$ cat src/verilog/spieb_pkg.sv
// constants and types shared by the serial error, interrupt and baud divider logic
package spieb_pkg;
	// system clock
	localparam int CLK_FREQ_MHZ = 40;
	localparam int CLK_PERIOD_NS = 1000 / CLK_FREQ_MHZ;

	// status byte layout
	localparam int ST_IRQ_BIT = 7;
	localparam int ST_WCOL_BIT = 6;
	localparam int ST_COL_BIT = 5;
	localparam int ST_BUSY_BIT = 1;
	localparam int ST_SSIN_BIT = 0;

	// reset values
	localparam logic [15:0] BAUD_RESET = 16'h0002;
	localparam logic [7:0] DATA_RESET = 8'h00;

	// divider limits and character length
	localparam logic [15:0] BAUD_MIN_RELOAD = 16'h0002;
	localparam int BAUD_W = 16;
	localparam int CHAR_LEN_W = 3;
	localparam logic [3:0] CHAR_MAX_BITS = 4'h8;

	// master shift sequencer states
	typedef enum logic [1:0] {
		SPIEB_IDLE = 2'b01,
		SPIEB_SHIFT = 2'b10
	} spieb_state_t;
endpackage

$ cat src/verilog/spieb_baud.sv
// 16-bit down-counting reload divider, serial clock half period or timer time-out
module spieb_baud #(
	parameter int WIDTH = spieb_pkg::BAUD_W
) (
	input wire logic clk,
	input wire logic rst_n,
	input wire logic run,
	input wire logic [WIDTH-1:0] reload,
	output logic tick
);
	logic [WIDTH-1:0] cnt_q;
	logic [WIDTH-1:0] cnt_d;

	////////////////////////////////////////////////////////////////////////
	// a reload of zero wraps through all ones and so acts as the full count
	always_comb begin
		tick = run && (cnt_q == WIDTH'(1));
		cnt_d = cnt_q;
		if (!run) begin
			cnt_d = reload;
		end else if (tick) begin
			cnt_d = reload;
		end else begin
			cnt_d = cnt_q - WIDTH'(1);
		end
	end

	always_ff @(posedge clk) begin
		if (!rst_n) begin
			cnt_q <= WIDTH'(spieb_pkg::BAUD_RESET);
		end else begin
			cnt_q <= cnt_d;
		end
	end
endmodule

$ cat src/verilog/spieb_top.sv
// serial interface error flags, completion interrupt and baud divider
////////////////////////////////////////////////////////////////////////////////
module spieb_top #(
	parameter int DATA_W = 8
) (
	input wire logic clk,
	input wire logic rst_n,
	input wire logic spi_enable,
	input wire logic master_mode,
	input wire logic irq_enable,
	input wire logic timer_run,
	input wire logic [spieb_pkg::CHAR_LEN_W-1:0] char_length_field,
	input wire logic [DATA_W-1:0] wr_data,
	input wire logic data_wr,
	input wire logic stat_wr,
	input wire logic baud_hi_wr,
	input wire logic baud_lo_wr,
	input wire logic ss_n_in,
	input wire logic miso_in,
	output logic sck_out,
	output logic sck_oe,
	output logic mosi_out,
	output logic mosi_oe,
	output logic [DATA_W-1:0] rx_data,
	output logic [spieb_pkg::BAUD_W-1:0] baud_divisor_reload,
	output logic [7:0] serial_status_reg,
	output logic busy,
	output logic irq
);
	spieb_pkg::spieb_state_t state_q;
	spieb_pkg::spieb_state_t state_d;
	logic [DATA_W-1:0] shift_q;
	logic [DATA_W-1:0] shift_d;
	logic [DATA_W-1:0] rx_q;
	logic [DATA_W-1:0] rx_d;
	logic [3:0] bits_q;
	logic [3:0] bits_d;
	logic sck_q;
	logic sck_d;
	logic char_done;
	logic [3:0] nbits;
	logic [7:0] baud_hi_q;
	logic [7:0] baud_hi_d;
	logic [7:0] baud_lo_q;
	logic [7:0] baud_lo_d;
	logic wcol_q;
	logic wcol_d;
	logic [3:0] rise_cnt_q;
	logic [3:0] rise_cnt_d;
	logic col_q;
	logic col_d;
	logic irq_q;
	logic irq_d;
	logic ss_n_q;
	logic ss_n_d;
	logic tick;
	logic baud_run;
	logic master_on;
	logic collide_ev;
	logic modf_ev;
	logic irq_ev;
	logic slave_end;

	////////////////////////////////////////////////////////////////////////////
	// character length and divider

	always_comb begin
		if (char_length_field == '0) begin
			nbits = spieb_pkg::CHAR_MAX_BITS;
		end else begin
			nbits = {1'b0, char_length_field};
		end
	end

	// reload below the minimum is not blocked; 1 toggles the clock every cycle, 0 acts as the full count
	assign baud_divisor_reload = {baud_hi_q, baud_lo_q};
	assign master_on = spi_enable && master_mode;
	assign baud_run = (master_on && (state_q == spieb_pkg::SPIEB_SHIFT))
		|| (!spi_enable && timer_run);

	spieb_baud #(
		.WIDTH(spieb_pkg::BAUD_W)
	) u_baud (
		.clk(clk),
		.rst_n(rst_n),
		.run(baud_run),
		.reload(baud_divisor_reload),
		.tick(tick)
	);

	always_comb begin
		baud_hi_d = baud_hi_q;
		baud_lo_d = baud_lo_q;
		if (baud_hi_wr) begin
			baud_hi_d = wr_data[7:0];
		end
		if (baud_lo_wr) begin
			baud_lo_d = wr_data[7:0];
		end
	end

	always_ff @(posedge clk) begin
		if (!rst_n) begin
			baud_hi_q <= spieb_pkg::BAUD_RESET[15:8];
			baud_lo_q <= spieb_pkg::BAUD_RESET[7:0];
		end else begin
			baud_hi_q <= baud_hi_d;
			baud_lo_q <= baud_lo_d;
		end
	end

	////////////////////////////////////////////////////////////////////////////
	// master shift sequencer, mode 0 only, msb first

	always_comb begin
		state_d = state_q;
		shift_d = shift_q;
		rx_d = rx_q;
		bits_d = bits_q;
		sck_d = sck_q;
		char_done = 1'b0;
		unique case (state_q)
			spieb_pkg::SPIEB_IDLE: begin
				sck_d = 1'b0;
				if (master_on && data_wr) begin
					// short characters are left aligned so the msb of the field goes first
					shift_d = DATA_W'(wr_data << (4'h8 - nbits));
					bits_d = 4'h0;
					state_d = spieb_pkg::SPIEB_SHIFT;
				end
			end
			spieb_pkg::SPIEB_SHIFT: begin
				if (!master_on) begin
					sck_d = 1'b0;
					state_d = spieb_pkg::SPIEB_IDLE;
				end else if (tick) begin
					sck_d = !sck_q;
					if (!sck_q) begin
						rx_d = {rx_q[DATA_W-2:0], miso_in};
					end else begin
						shift_d = {shift_q[DATA_W-2:0], 1'b0};
						bits_d = bits_q + 4'h1;
						if (bits_q + 4'h1 == nbits) begin
							char_done = 1'b1;
							state_d = spieb_pkg::SPIEB_IDLE;
						end
					end
				end
			end
		endcase
	end

	always_ff @(posedge clk) begin
		if (!rst_n) begin
			state_q <= spieb_pkg::SPIEB_IDLE;
			shift_q <= spieb_pkg::DATA_RESET;
			rx_q <= spieb_pkg::DATA_RESET;
			bits_q <= 4'h0;
			sck_q <= 1'b0;
		end else begin
			state_q <= state_d;
			shift_q <= shift_d;
			rx_q <= rx_d;
			bits_q <= bits_d;
			sck_q <= sck_d;
		end
	end

	assign sck_out = sck_q;
	assign sck_oe = master_on;
	assign mosi_out = shift_q[DATA_W-1];
	assign mosi_oe = master_on;
	assign rx_data = rx_q;

	always_comb begin
		rise_cnt_d = rise_cnt_q;
		if (state_q == spieb_pkg::SPIEB_IDLE) begin
			rise_cnt_d = 4'h0;
		end else if (sck_d && !sck_q) begin
			rise_cnt_d = rise_cnt_q + 4'h1;
		end
	end

	always_ff @(posedge clk) begin
		if (!rst_n) begin
			rise_cnt_q <= 4'h0;
		end else begin
			rise_cnt_q <= rise_cnt_d;
		end
	end

	////////////////////////////////////////////////////////////////////////////
	// error and interrupt flags; a set in the clearing cycle wins

	// slave side has no shift engine here: busy simply follows the select pin
	assign busy = master_on ? (state_q == spieb_pkg::SPIEB_SHIFT) : (spi_enable && !ss_n_in);
	assign collide_ev = data_wr && busy;
	assign modf_ev = master_on && !ss_n_in;
	assign slave_end = spi_enable && !master_mode && !ss_n_q && ss_n_in;
	assign irq_ev = irq_enable && ((char_done)
		|| slave_end
		|| (!spi_enable && tick));

	always_comb begin
		ss_n_d = ss_n_in;
		wcol_d = wcol_q;
		col_d = col_q;
		irq_d = irq_q;
		if (stat_wr && wr_data[spieb_pkg::ST_WCOL_BIT]) begin
			wcol_d = 1'b0;
		end
		if (stat_wr && wr_data[spieb_pkg::ST_COL_BIT]) begin
			col_d = 1'b0;
		end
		if (stat_wr && wr_data[spieb_pkg::ST_IRQ_BIT]) begin
			irq_d = 1'b0;
		end
		if (collide_ev) begin
			wcol_d = 1'b1;
		end
		if (modf_ev) begin
			col_d = 1'b1;
		end
		if (irq_ev) begin
			irq_d = 1'b1;
		end
	end

	always_ff @(posedge clk) begin
		if (!rst_n) begin
			ss_n_q <= 1'b1;
			wcol_q <= 1'b0;
			col_q <= 1'b0;
			irq_q <= 1'b0;
		end else begin
			ss_n_q <= ss_n_d;
			wcol_q <= wcol_d;
			col_q <= col_d;
			irq_q <= irq_d;
		end
	end

	assign irq = irq_q;

	always_comb begin
		serial_status_reg = 8'h00;
		serial_status_reg[spieb_pkg::ST_IRQ_BIT] = irq_q;
		serial_status_reg[spieb_pkg::ST_WCOL_BIT] = wcol_q;
		serial_status_reg[spieb_pkg::ST_COL_BIT] = col_q;
		serial_status_reg[spieb_pkg::ST_BUSY_BIT] = state_q == spieb_pkg::SPIEB_SHIFT;
		serial_status_reg[spieb_pkg::ST_SSIN_BIT] = ss_n_q;
	end
endmodule
$ cat config.mk
export PLATFORM = sky130hd
export DESIGN_NAME = spieb_top
export DESIGN_NICKNAME = d
export VERILOG_FILES = /design/src/verilog/spieb_pkg.sv /design/src/verilog/spieb_baud.sv /design/src/verilog/spieb_top.sv
export SDC_FILE = /design/constraint.sdc
export NUM_CORES = 1
export LEC_CHECK = 0
export BUFFER_PORTS_ARGS = -buffer_cell sky130_fd_sc_hd__buf_4
export CAP_MARGIN = 20
export CORE_MARGIN = 4
export CORE_UTILIZATION = 31
export CTS_BUF_LIST = sky130_fd_sc_hd__clkbuf_4
export CTS_CLUSTER_SIZE = 16
export DETAILED_ROUTE_END_ITERATION = 7
export GPL_TIMING_DRIVEN = 0
export PLACE_DENSITY = 0.53
export SYNTH_ARGS = -nofsm -noshare
export SYNTH_HDL_FRONTEND = slang
export SYNTH_SLANG_ARGS = --single-unit
$ cat constraint.sdc
create_clock -name clk -period 6.8 [get_ports clk]
set_input_delay 1.36 -clock clk [delete_from_list [all_inputs] [get_ports clk]]
set_output_delay 1.36 -clock clk [all_outputs]
set_load 0.02 [all_outputs]
==> results.toml, run 1 <==
[sta]
finalMaxSlewViolations = 0
slew_headroom_pct = 47.59
period_needed_ns = 3.535
tightest_slew_ns = 0.7805
whs_ns = 0.4725
max_freq_mhz = 282.9
hold_viol_final = 0
rsz0062_at_grt = "no"
setup_tns_ns = 0
finClkSkew_ns = 0.01233
fin_crit_sh_pct = 51.99
finalSetupViolations = 0

[floorplanning]
ioPinCount = 61
die_x_microns = 106.0
coreArea_sq_um = 9284
die_h_microns = 106.0
start_util_pct = 32.09
rows = 35
dieArea_sq_um = 11240

[yosys]
synthCells = 334
netlist-cell-type-count = 54
synth_warnings = 0
netlist.top_cell.by_area = "dfxtp_1"
seq_area_frac_synth_pct = 39.65
ys_seq_elements = 59
synthTopCellsByArea = "dfxtp_1, mux2i_1, nor2_1, a211oi_1, xnor2_1"
synth_edf_count = 0
synthArstFlopShare_pct = 0
avgSynthCellArea_sq_um = 8.919
synth.top_cell.area_share_pct = 39.65
synth_area_sq_um = 2979
synth_top_flop_cell = "dfxtp_1"

[cts]
cts_root_buf = "clkbuf_4"
cts_hold_buf = 0
htreeDepth = 3
tritoncts = "yes"
clkTransAtPathRegs_ns = 0.11
postCtsSetupRepairBufs = 0
insertion_delay_ns = 0.41
cts_resized = 0
cts.sinks = 59
cts_buffers = 9
clock_path_buffers = 2

[setup_path]
cp-start-kind = "input pin"
path_max_fanout = 9
criticalPathCategory = "input pin to output port"
path_buf_inv = 4
crit_top_cell = "buf_4"
critPathTopFamily = "buffers and inverters"
cp.arrival_ns = 2.18
crit_path_top_delay_cell = "clkbuf_1"
crit_chain = "clkbuf_1 -> nand2_1 -> inv_1 -> buf_4 -> buf_4"
crit_path_max_incr_delay_ns = 0.29
cp.required_ns = 5.44
end_kind = "output port"

[detailed_routing]
drcViolationCount = 0
highest_layer = "met4"
dr_wl_met3_microns = 492
ant_nets = 0
drt_iter0_drc = 114
via_per_inst = 4.845
wl_per_cell_microns = 15.17
drt-pass1-iter-count = 4
dr_wl_met2_mm = 3.547
m1WireLength_mm = 3.940
routed_wl_mm = 8.101
vias = 2587

[power]
combPwrFrac_pct = 19.8
seq_power_share_pct = 45.8
power.switching_mw = 0.2643
clock_power_share_pct = 34.4
power_mw = 0.8524
leakage_nw = 1.535
p_sw_share_pct = 31.01
ir_drop_uv = 104.6
power.density_nw_per_um2 = 230.0
internal_power_mw = 0.5881

[global_route]
grt_max_degree = 12
overflow = 0
grt_antenna_before_repair = 0
grt_pass1_vias = 2566
grt_first_pass_wirelength_mm = 13.02
track_usage_pct = 14.57

[placed_design]
port_buffers = 53
dpl.hpwl_mm = 6.047
gp_congestion = 0.8399

[final_layout]
drive_gt1_share_pct = 23.46
area_growth_pct = 24.40
diodes = 0
nNetsFinal = 427
num-fill-cells = 1005

[worst_hold_path]
hp-class = "flip-flop to flip-flop"

[flow_run]
drv_cap = 0

[outcome]
status = "completed"
==> path summary, 6_finish.rpt <==
path / startpoint / end / slack (ns) / cells past startpoint
setup / recovery: master_mode / sck_oe / 3.26 / 5
hold / removal: shift_q[4] / shift_q[4] / 0.47 / 2
setup reg to reg: u_baud.cnt_q[0] / rx_data[0] / 4.77 / 6
hold reg to reg: shift_q[4] / shift_q[4] / 0.47 / 2
==> area by class of cell <==
type | instances | area, sq um | share of cell area (%)
clock buffer | 9 | 67.56 | 1.823
clock inverter | 7 | 92.59 | 2.498
sequential | 59 | 1181 | 31.87
tap | 129 | 161.4 | 4.355
inverter | 8 | 30.03 | 0.8103
multi-input combinational | 242 | 1632 | 44.02
timing repair buffer | 53 | 397.9 | 10.74
buffer | 27 | 143.9 | 3.883
==> synthesized netlist by cell type, types with 4 or more instances <==
master	instances
xnor2_1	10
a211oi_1	14
buf_2	4
inv_1	8
nand2_1	18
buf_4	10
xor2_1	9
mux2i_1	29
nor2_1	58
nor3_1	11
o21ai_0	12
nand3_1	7
clkbuf_1	11
ha_1	4
a21oi_1	12
dfxtp_1	59
==> cell families (layout without fill, tap and decap cells) <==
family                   after synthesis  after routing  share of synthesized area (%)
flip-flops                            59             59                          39.65
multiplexers                          31             31                          10.88
adder cells (fa/ha/maj)                4              4                          1.680
XOR/XNOR                              20             20                          6.384
AND/OR/NAND/NOR                      122            122                          21.34
other                                  1              3                         0.1259
AO/OA/AOI/OAI                         62             62                          14.11
buffers and inverters                 35            104                          5.838
==> power by group through the flow <==
stage / registers (mW) / clock network [mW] / logic, mW
after floorplan: 0.401 / 0 / 0.109
after global placement: 0.398 / 0 / 0.168
after detailed placement: 0.398 / 0 / 0.169
after CTS: 0.390 / 0.299 / 0.170
after global routing: 0.393 / 0.312 / 0.188
final: 0.390 / 0.293 / 0.169
==> worst reg2reg max path, cell delays in order, from the launching register on <==
cell	delay [ns]
dfxtp_1	0.42
ha_1	0.19
nor4b_4	0.24
nand4_4	0.23
nor3_4	0.52
mux2i_1	0.25
nor2_1	0.05
==> cell usage in the layout (no fill, tap or decap), types with 3 or more instances in the layout <==
cell type,n
o21ai_0,12
a211oi_1,14
nand2b_1,3
clkbuf_4,9
buf_4,63
nand3_1,7
nand2_1,18
ha_1,4
xnor2_1,10
or3_1,3
a21oi_1,12
buf_2,4
xor2_1,9
inv_1,8
conb_1,3
a31oi_1,3
nor3_1,11
nor2b_1,3
dfxtp_1,59
clkbuf_1,11
a221oi_1,3
nor2_1,58
a22oi_1,3
mux2i_1,29
==> through the flow <==
step | utilization (%) | area, sq um | setup WS [ns] | std cells
2_1_floorplan | - | 2987 | 3.378 | 336
3_3_place_gp | 38.19 | 3546 | 3.246 | 518
3_5_place_dp | 38.19 | 3546 | 3.230 | 518
4_1_cts | 39.92 | 3706 | 3.272 | 534
5_1_grt | 39.92 | 3706 | 3.128 | 534
6_report | 39.92 | 3706 | 3.265 | 534
==> layer usage <==
metal | global-route usage, % | vias up
met1 | 19.74 | 1212
met4 | 4.440 | 0
met3 | 5.222 | 8
met5 | 0 | -
li1 | - | 1310
met2 | 21.68 | 57
==> sequential cells by signal, summed over array words and instances, names as in the netlist, 2 cells and up <==
register and flops:
u_baud.cnt_q 16, baud_hi_q 8, baud_lo_q 8, rx_data 8, shift_q 8, bits_q 4, state_q 2
No activity file was read; power rests on OpenSTA's default activity.
==> run 2, diff against run 1 <==
- ABC_AREA: default -> 1
- PLACE_DENSITY: 0.53 -> 0.55
- clock period: 6.8 -> 3.1 ns (I/O delays scaled with it)
==> run 2 against run 1 <==
Net effect:
- cell area is 0.84% higher
- sequential share of layout area is 0.27 points lower
- utilization hardly changed
- critical endpoint is now busy
- power is 100% higher
- sequential power is 120% higher
- via count is 15% higher
==> results.toml, run 2 <==
[setup_path]
cp-start-kind = "flip-flop"
path_max_fanout = 8
crit_path_max_incr_delay_ns = 0.34
end_kind = "output port"
critPathTopFamily = "simple AND/OR/NAND/NOR gates"
crit_path_top_delay_cell = "dfxtp_1"
crit_chain = "inv_2 -> nor2_4 -> nand2_4 -> o31ai_1 -> buf_4"
criticalPathCategory = "flip-flop to output port"
cp.arrival_ns = 1.44
path_buf_inv = 2
cp.required_ns = 2.48

[sta]
slew_headroom_pct = 65.89
fin_crit_sh_pct = 66.58
rsz0062_at_grt = "no"
finalSetupViolations = 0
finalMaxSlewViolations = 0
setup_tns_ns = 0
tightest_slew_ns = 0.5116
hold_viol_final = 0
period_needed_ns = 2.064
max_freq_mhz = 484.5
finClkSkew_ns = 0.01554

[yosys]
synth_top_flop_cell = "dfxtp_1"
avgSynthCellArea_sq_um = 6.786
ys_seq_elements = 59
synthCells = 446
synth.top_cell.area_share_pct = 39.02
synth_common_cells = "nand2_1, nor2_1, dfxtp_1"
synthArstFlopShare_pct = 0
netlist-cell-type-count = 34
synth_warnings = 0
netlist.top_cell.by_area = "dfxtp_1"
synth_edf_count = 0
synth_most_common_cell = "nand2_1"
seq_area_frac_synth_pct = 39.02
synth_area_sq_um = 3027
synthTopCellsByArea = "dfxtp_1, nand2_1, o21ai_0, nor2_1, a21oi_1"

[cts]
cts_buffers = 9
cts.sinks = 59
clock_path_buffers = 2
clkTransAtPathRegs_ns = 0.12
postCtsSetupRepairBufs = 0
htreeDepth = 3
tritoncts = "yes"
insertion_delay_ns = 0.42
cts_root_buf = "clkbuf_4"
cts_hold_buf = 0
cts_resized = 0

[final_layout]
multi_input_area_sq_um = 1553
drive_gt1_share_pct = 19.23
num-fill-cells = 1033
area_growth_pct = 23.48
largest_register_ffs = 16
nNetsFinal = 542
top_register = "u_baud.cnt_q"
final_common_cell = "nand2_1"
regArea_sq_um = 1181
final_cell_mix = "nand2_1, nor2_1, buf_4"

[floorplanning]
dieArea_sq_um = 11410
coreArea_sq_um = 9371
ioPinCount = 61
rows = 35
die_h_microns = 106.8
die_x_microns = 106.8
start_util_pct = 32.30

[detailed_routing]
vias = 2973
drt-pass1-iter-count = 4
wl_per_cell_microns = 12.78
drcViolationCount = 0
ant_nets = 0
drt_iter0_drc = 111
routed_wl_mm = 8.304
via_per_inst = 4.574

[global_route]
grt_pass1_vias = 2796
track_usage_pct = 15.29
overflow = 0
grt_max_degree = 13
grt_first_pass_wirelength_mm = 13.68
grt_antenna_before_repair = 1

[placed_design]
gp_congestion = 0.8860
port_buffers = 56
dpl.hpwl_mm = 6.517

[power]
power.density_nw_per_um2 = 455.7
power_mw = 1.703
leakage_nw = 1.718
ir_drop_uv = 146.6

[flow_run]
drv_cap = 0

[outcome]
status = "completed"

[worst_hold_path]
hp-class = "input pin to flip-flop"
==> run 2: cell count changes after synthesis, sizes merged, moves of 5 or more <==
cell,change
mux2i,-29
nand3,+20
inv,+36
xor2,-6
xnor2,-5
nor3,-11
o21ai,+41
a21oi,+22
nand2,+77
nor2,+19
a211oi,-13
==> run 2: worst paths after layout <==
path | from | to | slack (ns) | cells past startpoint
max | state_q[1] | busy | 1.04 | 5
min | miso_in | rx_data[0] | 0.42 | 3
max reg2reg | u_baud.cnt_q[0] | rx_data[6] | 1.30 | 8
min reg2reg | shift_q[1] | shift_q[1] | 0.47 | 2
==> run 2: logic make-up (layout without fill, tap and decap cells) <==
| logic type | after synthesis | after routing | synth area share (%) |
|---|---|---|---|
| xor+xnor | 8 | 8 | 2.315 |
| fa+ha+maj | 4 | 4 | 1.654 |
| compound gates | 99 | 99 | 17.45 |
| other cells | 1 | 4 | 0.1239 |
| simple gates | 207 | 207 | 29.52 |
| buf+inv | 68 | 140 | 9.921 |
| flops | 59 | 59 | 39.02 |
==> run 2: per-stage QoR <==
| step | setup slack [ns] | hold WS [ns] | util [%] | instance area [sq um] | instances |
|---|---|---|---|---|---|
| after detailed placement | 0.8574 | 0.4538 | 38.58 | 3616 | 633 |
| after global routing | 0.9225 | 0.4303 | 39.88 | 3737 | 650 |
| after floorplan | 1.214 | 0.4342 | - | 3034 | 448 |
| after global placement | 0.8718 | 0.4484 | 38.58 | 3616 | 633 |
| final | 1.036 | 0.4199 | 39.88 | 3737 | 650 |
| after CTS | 0.9961 | 0.4069 | 39.85 | 3735 | 649 |
==> run 2: layer usage <==
metal	GRT usage [%]	vias to the layer above	part of all wire (%)
met3	4.455	10	5.9
met2	22.93	65	43
met1	20.81	1320	49
li1	-	1578	-
met4	5.479	0	1.6
met5	0	-	0
==> run 2: where the power goes <==
group	total (mW)	leakage [nW]	switching [mW]	internal [mW]
combinational	0.370	1.17	0.228	0.142
clock	0.489	0.0643	0.321	0.168
sequential	0.844	0.485	0.0378	0.806
==> run 2: worst min-delay path, delay by kind of cell <==
kind	cells	cell delay, ns
buf+inv	1	0.08
simple gates	2	0.11
==> run 2: area by class of cell <==
class | count | area share, %
sequential | 59 | 31.60
clock buffer | 9 | 1.808
clock inverter | 7 | 1.373
multi-input combinational | 321 | 41.55
timing repair buffer | 56 | 11.25
tap | 129 | 4.319
inverter | 46 | 4.620
antenna | 1 | 0.06696
buffer | 22 | 3.415
